<file path="config.mk">
export PLATFORM = sky130hd
export DESIGN_NAME = ebsw_ctrl
export DESIGN_NICKNAME = d
export VERILOG_FILES = /design/src/ebsw_pkg.sv /design/src/ebsw_lane_dec.sv /design/src/ebsw_ctrl.sv
export SDC_FILE = /design/constraint.sdc
export NUM_CORES = 1
export LEC_CHECK = 0
export BUFFER_PORTS_ARGS = -buffer_cell sky130_fd_sc_hd__buf_4
export CAP_MARGIN = 10
export CORE_ASPECT_RATIO = 2
export CORE_MARGIN = 2
export CORE_UTILIZATION = 35
export CTS_CLUSTER_SIZE = 16
export DETAILED_ROUTE_END_ITERATION = 8
export SLEW_MARGIN = 5
export SYNTH_ARGS = -nofsm -noshare
export SYNTH_HDL_FRONTEND = slang
export SYNTH_SLANG_ARGS = --single-unit
</file>
<file path="constraint.sdc">
create_clock -name clk -period 4.8 [get_ports clk]
set_input_delay 0.48 -clock clk [delete_from_list [all_inputs] [get_ports clk]]
set_output_delay 0.48 -clock clk [all_outputs]
set_load 0.005 [all_outputs]
</file>
<file path="src/ebsw_pkg.sv">
/*
  Package for the external bus strobe and wait controller: register map,
  field positions, reset values, access command carrier and states.
  Assumes one system clock and an APB register port with 32-bit data.
*/
package ebsw_pkg;
  localparam logic [11:0] ADDR_WAIT_HIGH = 12'h000;
  localparam logic [11:0] ADDR_WAIT_B = 12'h004;
  localparam logic [11:0] ADDR_ACCESS_STATE = 12'h008;
  localparam logic [11:0] ADDR_STATUS = 12'h00c;
  localparam int A3_WAIT_LSB = 12;
  localparam int CAS_LSB = 4;
  localparam logic [15:0] WAIT_HIGH_MASK = 16'h7000;
  localparam logic [15:0] WAIT_HIGH_RESET = 16'h7000;
  localparam logic [2:0] CAS_RESET = 3'h7;
  localparam logic [2:0] CAS_MAX_LEGAL = 3'h3;
  localparam logic [7:0] AST_RESET = 8'hff;
  localparam logic [2:0] AREA_SDRAM = 3'h2;
  localparam logic [2:0] AREA_WAIT = 3'h3;
  localparam logic [2:0] CNT_ZERO = 3'h0;

  typedef struct packed {
    logic [2:0] area;
    logic [23:0] addr;
    logic write;
    logic word;
    logic wide;
    logic [15:0] wdata;
  } ebsw_req_t;

  typedef struct packed {
    logic rdStrobe_n;
    logic hwrStrobe_n;
    logic lwrStrobe_n;
    logic upperOe_n;
    logic lowerOe_n;
    logic [15:0] dataOut;
  } ebsw_pins_t;

  typedef enum logic [4:0] {
    ST_IDLE = 5'b00001,
    ST_T1 = 5'b00010,
    ST_T2 = 5'b00100,
    ST_WAIT = 5'b01000,
    ST_T3 = 5'b10000
  } ebsw_state_t;
endpackage : ebsw_pkg

</file>
<file path="src/ebsw_lane_dec.sv">
/*
  Lane decoder: which data halves and write strobes an access uses.
  Assumes a request held stable by the requester for the whole access.
*/
`timescale 1ns/1ns
module ebsw_lane_dec
  import ebsw_pkg::*;
(
  input wire ebsw_req_t req,
  output logic upperUsed,
  output logic lowerUsed
);
  always_comb begin
    if (!req.wide) begin
      upperUsed = 1'b1;
      lowerUsed = 1'b0;
    end else if (!req.word) begin
      upperUsed = ~req.addr[0];
      lowerUsed = req.addr[0];
    end else begin
      upperUsed = 1'b1;
      lowerUsed = 1'b1;
    end
  end
endmodule : ebsw_lane_dec

</file>
<file path="src/ebsw_ctrl.sv">
/*
  External bus strobe and wait controller: APB registers, access cycle
  sequencer, strobe and lane control, read data capture.
  Assumes requests held until done and bus pins synchronised outside.
*/
`timescale 1ns/1ns
module ebsw_ctrl
  import ebsw_pkg::*;
(
  input wire logic clk,
  input wire logic sys_rst,
  input wire logic psel,
  input wire logic penable,
  input wire logic pwrite,
  input wire logic [11:0] paddr,
  input wire logic [31:0] pwdata,
  output logic [31:0] prdata,
  output logic pready,
  output logic pslverr,
  input wire logic reqValid,
  input wire ebsw_req_t req,
  output logic reqDone,
  output logic [15:0] readData,
  input wire logic [15:0] dataIn,
  output ebsw_pins_t pins
);
  logic [15:0] areaWaitControlHigh;
  logic [2:0] casLatency;
  logic [7:0] accessStateControlReg;
  ebsw_state_t state;
  ebsw_state_t next_state;
  logic [2:0] waitCnt;
  logic upperUsed;
  logic lowerUsed;
  logic apbWr;
  logic apbRd;
  logic addrHit;

  ebsw_lane_dec u_lane (
    .req(req),
    .upperUsed(upperUsed),
    .lowerUsed(lowerUsed)
  );

  function automatic logic isMapped(input logic [11:0] a);
    return a == ADDR_WAIT_HIGH || a == ADDR_WAIT_B || a == ADDR_ACCESS_STATE ||
      a == ADDR_STATUS;
  endfunction : isMapped

  assign apbWr = psel && penable && pwrite;
  assign apbRd = psel && !penable && !pwrite;
  assign addrHit = isMapped(paddr);

  // Area-3 wait field register
  always_ff @(posedge clk or posedge sys_rst) begin
    if (sys_rst) begin
      areaWaitControlHigh <= WAIT_HIGH_RESET;
    end else if (apbWr && paddr == ADDR_WAIT_HIGH) begin
      areaWaitControlHigh <= pwdata[15:0] & WAIT_HIGH_MASK;
    end
  end

  // CAS latency field
  always_ff @(posedge clk or posedge sys_rst) begin
    if (sys_rst) begin
      casLatency <= CAS_RESET;
    end else if (apbWr && paddr == ADDR_WAIT_B) begin
      casLatency <= pwdata[CAS_LSB +: 3];
    end
  end

  always_ff @(posedge clk or posedge sys_rst) begin
    if (sys_rst) begin
      accessStateControlReg <= AST_RESET;
    end else if (apbWr && paddr == ADDR_ACCESS_STATE) begin
      accessStateControlReg <= pwdata[7:0];
    end
  end

  // Read data registered in setup so access phase answers at once
  always_ff @(posedge clk or posedge sys_rst) begin
    if (sys_rst) begin
      prdata <= 32'h0000_0000;
    end else if (apbRd) begin
      case (paddr)
        ADDR_WAIT_HIGH: prdata <= {16'h0000, areaWaitControlHigh};
        ADDR_WAIT_B: prdata <= {25'h0000000, casLatency, 4'h0};
        ADDR_ACCESS_STATE: prdata <= {24'h000000, accessStateControlReg};
        ADDR_STATUS: prdata <= {27'h0000000, state};
        default: prdata <= 32'h0000_0000;
      endcase
    end
  end

  always_ff @(posedge clk or posedge sys_rst) begin
    if (sys_rst) begin
      pready <= 1'b0;
      pslverr <= 1'b0;
    end else begin
      pready <= psel && !penable;
      pslverr <= psel && !penable && !addrHit;
    end
  end

  // Extra states for the current request
  function automatic logic [2:0] extraStates(input ebsw_req_t r, input logic [7:0] ast,
                                             input logic [15:0] wh, input logic [2:0] cas);
    logic [2:0] n;
    n = CNT_ZERO;
    if (r.area == AREA_WAIT && ast[AREA_WAIT])
      n = wh[A3_WAIT_LSB +: 3];
    if (r.area == AREA_SDRAM && cas <= CAS_MAX_LEGAL)
      n = cas;
    return n;
  endfunction : extraStates

  always_comb begin
    next_state = state;
    case (state)
      ST_IDLE: if (reqValid) next_state = ST_T1;
      ST_T1: next_state = ST_T2;
      ST_T2: begin
        if (waitCnt != CNT_ZERO) next_state = ST_WAIT;
        else if (accessStateControlReg[req.area]) next_state = ST_T3;
        else next_state = ST_IDLE;
      end
      ST_WAIT: begin
        if (waitCnt != CNT_ZERO) next_state = ST_WAIT;
        else if (accessStateControlReg[req.area]) next_state = ST_T3;
        else next_state = ST_IDLE;
      end
      ST_T3: next_state = ST_IDLE;
      default: next_state = ST_IDLE;
    endcase
  end

  always_ff @(posedge clk or posedge sys_rst) begin
    if (sys_rst) state <= ST_IDLE;
    else state <= next_state;
  end

  always_ff @(posedge clk or posedge sys_rst) begin
    if (sys_rst) waitCnt <= CNT_ZERO;
    else if (state == ST_IDLE && reqValid)
      waitCnt <= extraStates(req, accessStateControlReg, areaWaitControlHigh, casLatency);
    else if ((state == ST_T2 || state == ST_WAIT) && waitCnt != CNT_ZERO)
      waitCnt <= waitCnt - 3'h1;
  end

  always_ff @(posedge clk or posedge sys_rst) begin
    if (sys_rst) reqDone <= 1'b0;
    else reqDone <= (state != ST_IDLE) && (next_state == ST_IDLE);
  end

  // Strobes and lanes; held active through waits
  always_ff @(posedge clk or posedge sys_rst) begin
    if (sys_rst) begin
      pins <= '{rdStrobe_n: 1'b1, hwrStrobe_n: 1'b1, lwrStrobe_n: 1'b1,
                upperOe_n: 1'b1, lowerOe_n: 1'b1, dataOut: 16'h0000};
    end else if (next_state != ST_IDLE && !(state == ST_IDLE && !reqValid)) begin
      pins.rdStrobe_n <= req.write;
      pins.hwrStrobe_n <= !(req.write && upperUsed);
      // low strobe high for 8-bit space
      pins.lwrStrobe_n <= !(req.write && lowerUsed && req.wide);
      pins.upperOe_n <= !(req.write && upperUsed);
      pins.lowerOe_n <= !(req.write && lowerUsed && req.wide);
      pins.dataOut <= req.wide && req.word ? req.wdata :
                      (lowerUsed && req.wide ? {8'h00, req.wdata[7:0]} :
                       {req.wdata[7:0], 8'h00});
    end else begin
      pins.rdStrobe_n <= 1'b1;
      pins.hwrStrobe_n <= 1'b1;
      pins.lwrStrobe_n <= 1'b1;
      pins.upperOe_n <= 1'b1;
      pins.lowerOe_n <= 1'b1;
    end
  end

  always_ff @(posedge clk or posedge sys_rst) begin
    if (sys_rst) readData <= 16'h0000;
    else if (!req.write && state != ST_IDLE && next_state == ST_IDLE)
      readData <= {upperUsed ? dataIn[15:8] : 8'h00, (lowerUsed && req.wide) ? dataIn[7:0] : 8'h00};
  end
endmodule : ebsw_ctrl

</file>
==> flow_summary.html, run 1 <==
<table>
<tr><th>Metric</th><th>Value</th></tr>
<tr><th colspan="2">Outcome</th></tr>
<tr><td>Result of the run</td><td>finished clean</td></tr>
<tr><th colspan="2">Cells and area</th></tr>
<tr><td>Count of non-filler cells in the finished layout</td><td>568</td></tr>
<tr><td>Number of inserted filler cells in the final layout</td><td>948</td></tr>
<tr><td>Ratio of cells with drive above 1 in the final layout</td><td>42.20%</td></tr>
<tr><td>Fin util</td><td>48.70%</td></tr>
<tr><td>Area growth from synthesis to final layout</td><td>35.52%</td></tr>
<tr><td>Antenna diode count</td><td>0</td></tr>
<tr><td>Area taken by flip-flops and latches</td><td>1799 um2</td></tr>
<tr><td>Area of combinational cells with multiple inputs</td><td>1473 um2</td></tr>
<tr><td>Final net count</td><td>545</td></tr>
<tr><th colspan="2">Die</th></tr>
<tr><td>Initial core utilization</td><td>35.93%</td></tr>
<tr><td>Number of cell rows</td><td>51</td></tr>
<tr><td>Die area</td><td>10,890 um2</td></tr>
<tr><td>Number of top-level pins</td><td>184</td></tr>
<tr><td>Core Area</td><td>9763 um2</td></tr>
<tr><td>Die Ht</td><td>145.6 um</td></tr>
<tr><td>Floorplan die width</td><td>74.80 um</td></tr>
<tr><th colspan="2">Drt</th></tr>
<tr><td>Count of routing violations after the opening detailed-route iteration</td><td>62</td></tr>
<tr><td>Vias after detailed routing</td><td>2,690</td></tr>
<tr><td>Remaining design rule violation count</td><td>0</td></tr>
<tr><td>1st-pass router iterations</td><td>4</td></tr>
<tr><td>Final routed wire length divided by cell count</td><td>15.13 um</td></tr>
<tr><td>Count of nets left with antenna violations after detail routing</td><td>0</td></tr>
<tr><td>Final Routed Wirelength</td><td>8591 um</td></tr>
<tr><td>Via/cell ratio</td><td>4.736</td></tr>
<tr><th colspan="2">Setup path</th></tr>
<tr><td>Worst path bufs/invs</td><td>0</td></tr>
<tr><td>Highest cell delay on the worst timing path</td><td>0.49 ns</td></tr>
<tr><td>Crit end category</td><td>flip-flop</td></tr>
<tr><td>Standard cell with the maximum stage delay on the critical path</td><td>nand3_2</td></tr>
<tr><td>Kind of cell adding the most delay to the critical path</td><td>simple AND/OR/NAND/NOR gates</td></tr>
<tr><td>Worst Setup Start Kind</td><td>flip-flop</td></tr>
<tr><td>Worst setup path class</td><td>reg -&gt; reg</td></tr>
<tr><td>Data arrival time at the worst-slack endpoint</td><td>2.54 ns</td></tr>
<tr><td>Ordered cell list for the critical path</td><td>or3_4, nor3b_4, nand2b_1, nand3_2, mux2_4</td></tr>
<tr><td>Critical path fanouts, max</td><td>20</td></tr>
<tr><td>Endpoint required time on the critical path</td><td>5.01 ns</td></tr>
<tr><th colspan="2">Synth</th></tr>
<tr><td>Post-synth EDFFs</td><td>0</td></tr>
<tr><td>Post-synthesis instance total</td><td>315</td></tr>
<tr><td>Area of the mapped netlist</td><td>3508 um2</td></tr>
<tr><td>Portion of the post-synthesis area used by sequential elements</td><td>51.28%</td></tr>
<tr><td>Avg Inst Size Synth</td><td>11.14 um2</td></tr>
<tr><td>Total of flip-flops plus latches after synthesis</td><td>71</td></tr>
<tr><td>Share of async-settable or async-resettable flops after synthesis</td><td>100.0%</td></tr>
<tr><td>Synth cell types</td><td>50</td></tr>
<tr><td>Top cells by area in the synthesized netlist</td><td>dfrtp_1 38%, dfstp_2 13%, mux2i_1 5.4%, buf_4 5.1%, mux2_2 4.8%</td></tr>
<tr><td>Post-synthesis cell type with the largest combined area</td><td>dfrtp_1</td></tr>
<tr><td>Most numerous cell types in the synthesized netlist</td><td>53 x dfrtp_1, 41 x nand2_1, 24 x buf_4, 20 x inv_1, 19 x mux2i_1</td></tr>
<tr><td>Most frequent cell after synthesis</td><td>dfrtp_1</td></tr>
<tr><td>Count of synthesis-stage warnings from yosys</td><td>0</td></tr>
<tr><td>Primary flip-flop cell chosen by synthesis mapping</td><td>dfrtp_1</td></tr>
<tr><td>Post-synth top area share</td><td>37.80%</td></tr>
<tr><th colspan="2">Placement</th></tr>
<tr><td>Final RePlAce weighted congestion</td><td>0.8499</td></tr>
<tr><td>Count of input and output buffers</td><td>118</td></tr>
<tr><td>Hpwl dp</td><td>6717 um</td></tr>
<tr><td>Instance count after placement with tap cells included</td><td>552</td></tr>
<tr><th colspan="2">Clock network</th></tr>
<tr><td>Root buf cell</td><td>clkbuf_16</td></tr>
<tr><td>Insertion delay of the later-clocked pin in the worst-skew pair</td><td>0.33 ns</td></tr>
<tr><td>Num CTS Buffers</td><td>9</td></tr>
<tr><td>Setup fix buffers added after clock tree synthesis</td><td>0</td></tr>
<tr><td>TritonCTS clock tree</td><td>yes</td></tr>
<tr><td>CTS-repair resized insts</td><td>0</td></tr>
<tr><td>Number of levels the H-tree was split into</td><td>3</td></tr>
<tr><td>Clock-pin slew on the worst setup and hold paths</td><td>0.06 ns</td></tr>
<tr><td>Number of clock sinks</td><td>71</td></tr>
<tr><td>CTS Buffer Depth</td><td>2</td></tr>
<tr><td>Hold_buf cts</td><td>0</td></tr>
<tr><th colspan="2">Flow run</th></tr>
<tr><td>Number of maximum-capacitance violations</td><td>0</td></tr>
<tr><th colspan="2">Timing</th></tr>
<tr><td>RSZ-0062 raised after global routing</td><td>no</td></tr>
<tr><td>Clk_skew</td><td>0.01140 ns</td></tr>
<tr><td>Sum Neg Setup Slack</td><td>0 ns</td></tr>
<tr><td>Worst rel slew slack</td><td>31.69%</td></tr>
<tr><td>Count of pins over their slew limit</td><td>0</td></tr>
<tr><td>Final Setup Violations</td><td>0</td></tr>
<tr><td>Final critical path time including I/O delays and setup</td><td>2.325 ns</td></tr>
<tr><td>Ratio of final minimum period to clock period</td><td>48.45%</td></tr>
<tr><td>Final Hold Vio Count</td><td>0</td></tr>
<tr><td>Hold_ws</td><td>0.2042 ns</td></tr>
<tr><td>Highest attainable clock frequency</td><td>0.4300 GHz</td></tr>
<tr><td>Worst slew pin tran</td><td>1.014 ns</td></tr>
<tr><th colspan="2">Worst hold path</th></tr>
<tr><td>Class of the most critical hold timing path</td><td>in -&gt; async</td></tr>
<tr><th colspan="2">Pwr</th></tr>
<tr><td>Worst IR Drop VDD</td><td>0.2209 mV</td></tr>
<tr><td>Cell leakage power</td><td>2.342 nW</td></tr>
<tr><td>Ratio of total power to cell area</td><td>521.7 nW/um2</td></tr>
<tr><th colspan="2">Global route</th></tr>
<tr><td>Global Route Usage Sum</td><td>16.61%</td></tr>
<tr><td>Overflow after GRT</td><td>0</td></tr>
<tr><td>Pin count of the biggest net entering global routing</td><td>46</td></tr>
<tr><td>Antenna violations before repair</td><td>0</td></tr>
<tr><td>Number of global-route vias before repair</td><td>2,789</td></tr>
<tr><td>Wire length of the first global-routing pass</td><td>13,630 um</td></tr>
</table>
-- cell type report --
cell class / count / area share [%]
Sequential cell: 71 / 37.84
Multi-Input combinational cell: 210 / 30.97
Timing Repair Buffer: 119 / 18.79
Clock buffer: 11 / 5.105
Tap cell: 132 / 3.474
Clock inverter: 5 / 2.237
Inverter: 20 / 1.579
-- final timing paths --
kind                       slack [ns]  depth (start not counted)  startpoint           end
setup / recovery                 2.47                          5    state[4]      pins[15]
min in group clk                 0.33                          2     penable        pready
max in group asynchronous        3.59                          3     sys_rst        pready
hold / removal                   0.20                          2     sys_rst  readData[10]
setup reg to reg                 2.47                          5    state[4]      pins[15]
hold reg to reg                  0.49                          2   prdata[5]     prdata[5]
-- report_power, final --
part	total [mW]	leakage (nW)	switching, mW	internal (mW)
sequential	0.883	0.874	0.103	0.781
combinational	0.824	1.30	0.364	0.460
clock	0.773	0.166	0.250	0.523
-- logic make-up after synthesis --
family | count (synthesis) | share of synthesized area, %
xor gates and xnor gates | 3 | 0.7491
adders and majority gates | 2 | 0.7132
other | 1 | 0.1069
DFF | 71 | 51.28
AOI/OAI and AO/OA | 51 | 10.66
muxes | 43 | 13.98
buffers and inverters | 54 | 8.880
and+or+nand+nor | 90 | 13.62
-- cells in the final DEF, fill, tap and decap left out, drive strengths merged, types with 2 or more instances in the layout --
| cell | n |
|---|---|
| or3 | 2 |
| or2 | 4 |
| nand3 | 12 |
| nor4 | 3 |
| conb | 21 |
| a22oi | 8 |
| o211ai | 2 |
| nand2 | 41 |
| nand3b | 2 |
| xor2 | 2 |
| a22o | 8 |
| o2bb2ai | 8 |
| and2 | 2 |
| nor2b | 4 |
| a21oi | 4 |
| mux2 | 24 |
| bufinv | 3 |
| mux2i | 19 |
| ha | 2 |
| clkbuf | 11 |
| buf | 119 |
| nor3b | 4 |
| dfrtp | 53 |
| dfstp | 18 |
| o21ai | 17 |
| nand2b | 3 |
| inv | 20 |
| nor2 | 7 |
-- layer usage --
metal / global-route usage, % / share of wire, % / wire length, um
met5: 0 / 0 / 0
met1: 16.30 / 34 / 2947
met4: 7.768 / 2.6 / 225
met2: 30.75 / 58 / 5010
met3: 4.086 / 4.7 / 407
-- through the flow --
| stage | power (mW) | area, um2 | worst slack (ns) |
|---|---|---|---|
| final | 2.480 | 4755 | 2.475 |
| after floorplan | 1.388 | 3583 | 2.553 |
| after global placement | 1.714 | 4405 | 2.474 |
| after global routing | 2.637 | 4755 | 2.349 |
| after CTS | 2.527 | 4755 | 2.455 |
| after detailed placement | 1.733 | 4405 | 2.462 |
-- flip-flops by register name, indices dropped and copies added (netlist names) --
register / flops
readData: 16
pready: 1
reqDone: 1
pins: 19
prdata: 11
casLatency: 3
pslverr: 1
state: 5
accessStateControlReg: 8
waitCnt: 3
areaWaitControlHigh: 3
Note: power is estimated with default switching activity, not from simulation.
==> inputs of run 2 (changes only) <==
--- a/config.mk
+++ b/config.mk
@@ -5,6 +5,7 @@
 export SDC_FILE = /design/constraint.sdc
 export NUM_CORES = 1
 export LEC_CHECK = 0
+export ABC_AREA = 1
 export BUFFER_PORTS_ARGS = -buffer_cell sky130_fd_sc_hd__buf_4
 export CAP_MARGIN = 10
 export CORE_ASPECT_RATIO = 2
==> constraint.sdc (replaced) <==
create_clock -name clk -period 2.4 [get_ports clk]
set_input_delay 0.24 -clock clk [delete_from_list [all_inputs] [get_ports clk]]
set_output_delay 0.24 -clock clk [all_outputs]
set_load 0.005 [all_outputs]
==> run 2 against run 1 <==
Compared with the run above:
- the run now ends with hold timing left
- worst hold slack worse by 0.22 ns
- sequential share of layout area is 1.8 points lower
- global-route usage is 1.2 points lower
- die area is 8.5% higher
- total power is 81% higher
- setup slack worse by 2.0 ns
- core utilization is 2.2 points lower
- critical path type unchanged
- highest routed layer unchanged
==> flow_summary.html, run 2 <==
<table>
<tr><th>Metric</th><th>Value</th></tr>
<tr><th colspan="2">Timing</th></tr>
<tr><td>Clk_skew</td><td>0.006277 ns</td></tr>
<tr><td>Final critical path time including I/O delays and setup</td><td>1.947 ns</td></tr>
<tr><td>RSZ-0062 raised after global routing</td><td>no</td></tr>
<tr><td>Worst rel slew slack</td><td>59.60%</td></tr>
<tr><td>Ratio of final minimum period to clock period</td><td>81.13%</td></tr>
<tr><td>Highest attainable clock frequency</td><td>0.5136 GHz</td></tr>
<tr><td>Sum Neg Setup Slack</td><td>0 ns</td></tr>
<tr><td>Count of pins over their slew limit</td><td>0</td></tr>
<tr><td>Final Setup Violations</td><td>0</td></tr>
<tr><td>Hold_ws</td><td>-0.01506 ns</td></tr>
<tr><td>Worst slew pin tran</td><td>0.6038 ns</td></tr>
<tr><td>Final Hold Vio Count</td><td>11</td></tr>
<tr><th colspan="2">Flow run</th></tr>
<tr><td>Number of maximum-capacitance violations</td><td>0</td></tr>
<tr><th colspan="2">Clock network</th></tr>
<tr><td>Hold_buf cts</td><td>0</td></tr>
<tr><td>Root buf cell</td><td>clkbuf_16</td></tr>
<tr><td>Num CTS Buffers</td><td>9</td></tr>
<tr><td>Insertion delay of the later-clocked pin in the worst-skew pair</td><td>0.33 ns</td></tr>
<tr><td>Setup fix buffers added after clock tree synthesis</td><td>0</td></tr>
<tr><td>CTS-repair resized insts</td><td>0</td></tr>
<tr><td>Clock-pin slew on the worst setup and hold paths</td><td>0.05 ns</td></tr>
<tr><td>Number of levels the H-tree was split into</td><td>3</td></tr>
<tr><td>Number of clock sinks</td><td>71</td></tr>
<tr><td>TritonCTS clock tree</td><td>yes</td></tr>
<tr><td>CTS Buffer Depth</td><td>2</td></tr>
<tr><th colspan="2">Die</th></tr>
<tr><td>Die area</td><td>11,820 um2</td></tr>
<tr><td>Number of cell rows</td><td>54</td></tr>
<tr><td>Number of top-level pins</td><td>184</td></tr>
<tr><td>Die Ht</td><td>151.8 um</td></tr>
<tr><td>Initial core utilization</td><td>35.57%</td></tr>
<tr><td>Floorplan die width</td><td>77.89 um</td></tr>
<tr><td>Core Area</td><td>10,740 um2</td></tr>
<tr><th colspan="2">Cells and area</th></tr>
<tr><td>Highest-count cells in the layout ignoring fill and taps</td><td>123 x nand2_1, 118 x buf_4, 56 x inv_1, 53 x dfrtp_1, 33 x nor2_1</td></tr>
<tr><td>Number of inserted filler cells in the final layout</td><td>1,058</td></tr>
<tr><td>Fin util</td><td>46.49%</td></tr>
<tr><td>Antenna diode count</td><td>0</td></tr>
<tr><td>Commonest non-fill, non-tap cell in the layout</td><td>nand2_1</td></tr>
<tr><td>Top register by number of flip-flops</td><td>pins</td></tr>
<tr><td>Ratio of cells with drive above 1 in the final layout</td><td>33.80%</td></tr>
<tr><td>Area growth from synthesis to final layout</td><td>30.71%</td></tr>
<tr><td>Final net count</td><td>686</td></tr>
<tr><td>Max reg flops</td><td>19</td></tr>
<tr><td>Area of all placed cells without fillers</td><td>4995 um2</td></tr>
<tr><td>Registers with the most flip-flops</td><td>pins (19), readData (16), prdata (11)</td></tr>
<tr><th colspan="2">Setup path</th></tr>
<tr><td>Critical path fanouts, max</td><td>18</td></tr>
<tr><td>Data arrival time at the worst-slack endpoint</td><td>2.16 ns</td></tr>
<tr><td>Worst Setup Start Kind</td><td>flip-flop</td></tr>
<tr><td>Crit end category</td><td>flip-flop</td></tr>
<tr><td>Endpoint required time on the critical path</td><td>2.62 ns</td></tr>
<tr><td>Worst setup path class</td><td>reg -&gt; reg</td></tr>
<tr><td>Reg2reg path depth</td><td>9</td></tr>
<tr><th colspan="2">Synth</th></tr>
<tr><td>Avg Inst Size Synth</td><td>8.380 um2</td></tr>
<tr><td>Most numerous cell types in the synthesized netlist</td><td>123 x nand2_1, 57 x inv_1, 53 x dfrtp_1, 33 x nor2_1, 24 x nand3_1</td></tr>
<tr><td>Primary flip-flop cell chosen by synthesis mapping</td><td>dfrtp_1</td></tr>
<tr><td>Mux share of post-synthesis cell area</td><td>0%</td></tr>
<tr><td>Count of synthesis-stage warnings from yosys</td><td>0</td></tr>
<tr><td>Top cells by area in the synthesized netlist</td><td>dfrtp_1 35%, dfstp_2 12%, nand2_1 12%, inv_1 5.6%, buf_4 4.5%</td></tr>
<tr><td>Simple logic cell fraction of the synthesized area</td><td>32.22%</td></tr>
<tr><td>Arithmetic-cell share of the synthesized area counting full adders, half adders and majority gates</td><td>0.6549%</td></tr>
<tr><td>Post-synth EDFFs</td><td>0</td></tr>
<tr><td>Xor and xnor area share after synthesis</td><td>0%</td></tr>
<tr><td>Area fraction in compound gates after synthesis</td><td>7.073%</td></tr>
<tr><td>Total of flip-flops plus latches after synthesis</td><td>71</td></tr>
<tr><td>Share of async-settable or async-resettable flops after synthesis</td><td>100.0%</td></tr>
<tr><td>Post-synth top area share</td><td>34.71%</td></tr>
<tr><td>Most frequent cell after synthesis</td><td>nand2_1</td></tr>
<tr><td>Post-synthesis cell type with the largest combined area</td><td>dfrtp_1</td></tr>
<tr><td>Largest family of logic cells by synthesized area</td><td>simple AND/OR/NAND/NOR gates</td></tr>
<tr><td>Synth cell types</td><td>33</td></tr>
<tr><td>Area of the mapped netlist</td><td>3821 um2</td></tr>
<tr><td>Post-synthesis instance total</td><td>456</td></tr>
<tr><td>Portion of the post-synthesis area used by sequential elements</td><td>47.09%</td></tr>
<tr><th colspan="2">Global route</th></tr>
<tr><td>Overflow after GRT</td><td>0</td></tr>
<tr><td>Antenna violations before repair</td><td>0</td></tr>
<tr><td>Pin count of the biggest net entering global routing</td><td>72</td></tr>
<tr><td>Wire length of the first global-routing pass</td><td>14,540 um</td></tr>
<tr><td>Global Route Usage Sum</td><td>15.39%</td></tr>
<tr><td>Number of global-route vias before repair</td><td>3,052</td></tr>
<tr><th colspan="2">Pwr</th></tr>
<tr><td>Worst IR Drop VDD</td><td>0.4288 mV</td></tr>
<tr><td>Ratio of total power to cell area</td><td>899.6 nW/um2</td></tr>
<tr><td>Cell leakage power</td><td>2.637 nW</td></tr>
<tr><th colspan="2">Drt</th></tr>
<tr><td>Vias after detailed routing</td><td>3,228</td></tr>
<tr><td>Count of routing violations after the opening detailed-route iteration</td><td>155</td></tr>
<tr><td>Remaining design rule violation count</td><td>0</td></tr>
<tr><td>Via/cell ratio</td><td>4.502</td></tr>
<tr><td>Count of nets left with antenna violations after detail routing</td><td>0</td></tr>
<tr><td>Final routed wire length divided by cell count</td><td>12.30 um</td></tr>
<tr><td>1st-pass router iterations</td><td>5</td></tr>
<tr><td>Final Routed Wirelength</td><td>8820 um</td></tr>
<tr><th colspan="2">Placement</th></tr>
<tr><td>Hpwl dp</td><td>6486 um</td></tr>
<tr><td>Count of input and output buffers</td><td>118</td></tr>
<tr><td>Placement-stage cell area</td><td>4722 um2</td></tr>
<tr><td>Final RePlAce weighted congestion</td><td>0.7755</td></tr>
<tr><th colspan="2">Worst hold path</th></tr>
<tr><td>Class of the most critical hold timing path</td><td>in -&gt; async</td></tr>
<tr><th colspan="2">Outcome</th></tr>
<tr><td>Violated checks</td><td>hold timing</td></tr>
<tr><td>Result of the run</td><td>complete, but fails checks</td></tr>
</table>
-- run 2: cell count changes in the layout (fill, tap and decap cells not counted), moves of 12 or more --
| cell | delta |
|---|---|
| inv_1 | +37 |
| mux2_2 | -15 |
| mux2i_1 | -19 |
| nand2_1 | +82 |
| nand2_2 | +14 |
| nand2_4 | +12 |
| nand3_1 | +13 |
| nand4_1 | +19 |
| nor2_1 | +26 |
-- run 2: metal layers --
metal | part of all wire [%] | vias to the layer above | GRT usage, %
met5 | 0 | - | 0
met4 | 0.99 | 0 | 4.821
met3 | 6.5 | 8 | 3.614
met2 | 50 | 96 | 25.73
met1 | 43 | 1478 | 19.63
li1 | - | 1646 | -
-- run 2: cells by family (layout without fill, tap and decap cells) --
logic type	after synthesis	after routing
DFF	71	71
and+or+nand+nor	243	243
adders and majority gates	2	2
AOI/OAI and AO/OA	42	42
buffers and inverters	97	198
other	1	21
-- run 2: worst max-delay path, stage by stage (launching register included) --
cell and delay (ns):
dfrtp_1 0.38, inv_1 0.10, ha_1 0.15, nand2_1 0.11, nand3_2 0.14, nand2_4 0.09, nor2_8 0.27, nand3_4 0.37
nand2_1 0.16, nand2_1 0.06
-- run 2: final timing paths --
kind,from,end,slack (ns)
max in group asynchronous,sys_rst,casLatency[2],2.06
setup reg to reg,waitCnt[0],readData[10],0.45
hold reg to reg,pins[9],pins[9],0.47
min in group clk,req[18],pins[16],0.08
setup / recovery,waitCnt[0],readData[10],0.45
hold / removal,sys_rst,pins[7],-0.02
-- run 2: final cells by class --
type                    instances  area [um2]  area share [%]
clock buffers                  15       267.8           5.361
clock inverters                 1       5.005          0.1002
inverters                      63       236.5           4.734
multi-input cells             308        1605           32.14
flip-flops and latches         71        1799           36.02
well taps                     140       175.2           3.507
repair buffers                119       905.9           18.14
-- run 2: through the flow --
step	total power [mW]	instances	setup slack (ns)	hold slack (ns)
6_report	4.493	717	0.4528	-0.01506
5_1_grt	4.799	717	0.2544	0.03274
4_1_cts	4.573	717	0.4182	0.01179
3_5_place_dp	3.324	701	0.4562	0.3648
3_3_place_gp	3.307	701	0.4237	0.3647
2_1_floorplan	2.786	476	0.3932	0.3088
-- run 2: where the power goes --
part           switching [mW]  internal (mW)
registers               0.198           1.49
clock network           0.462          0.755
logic                   0.905          0.680
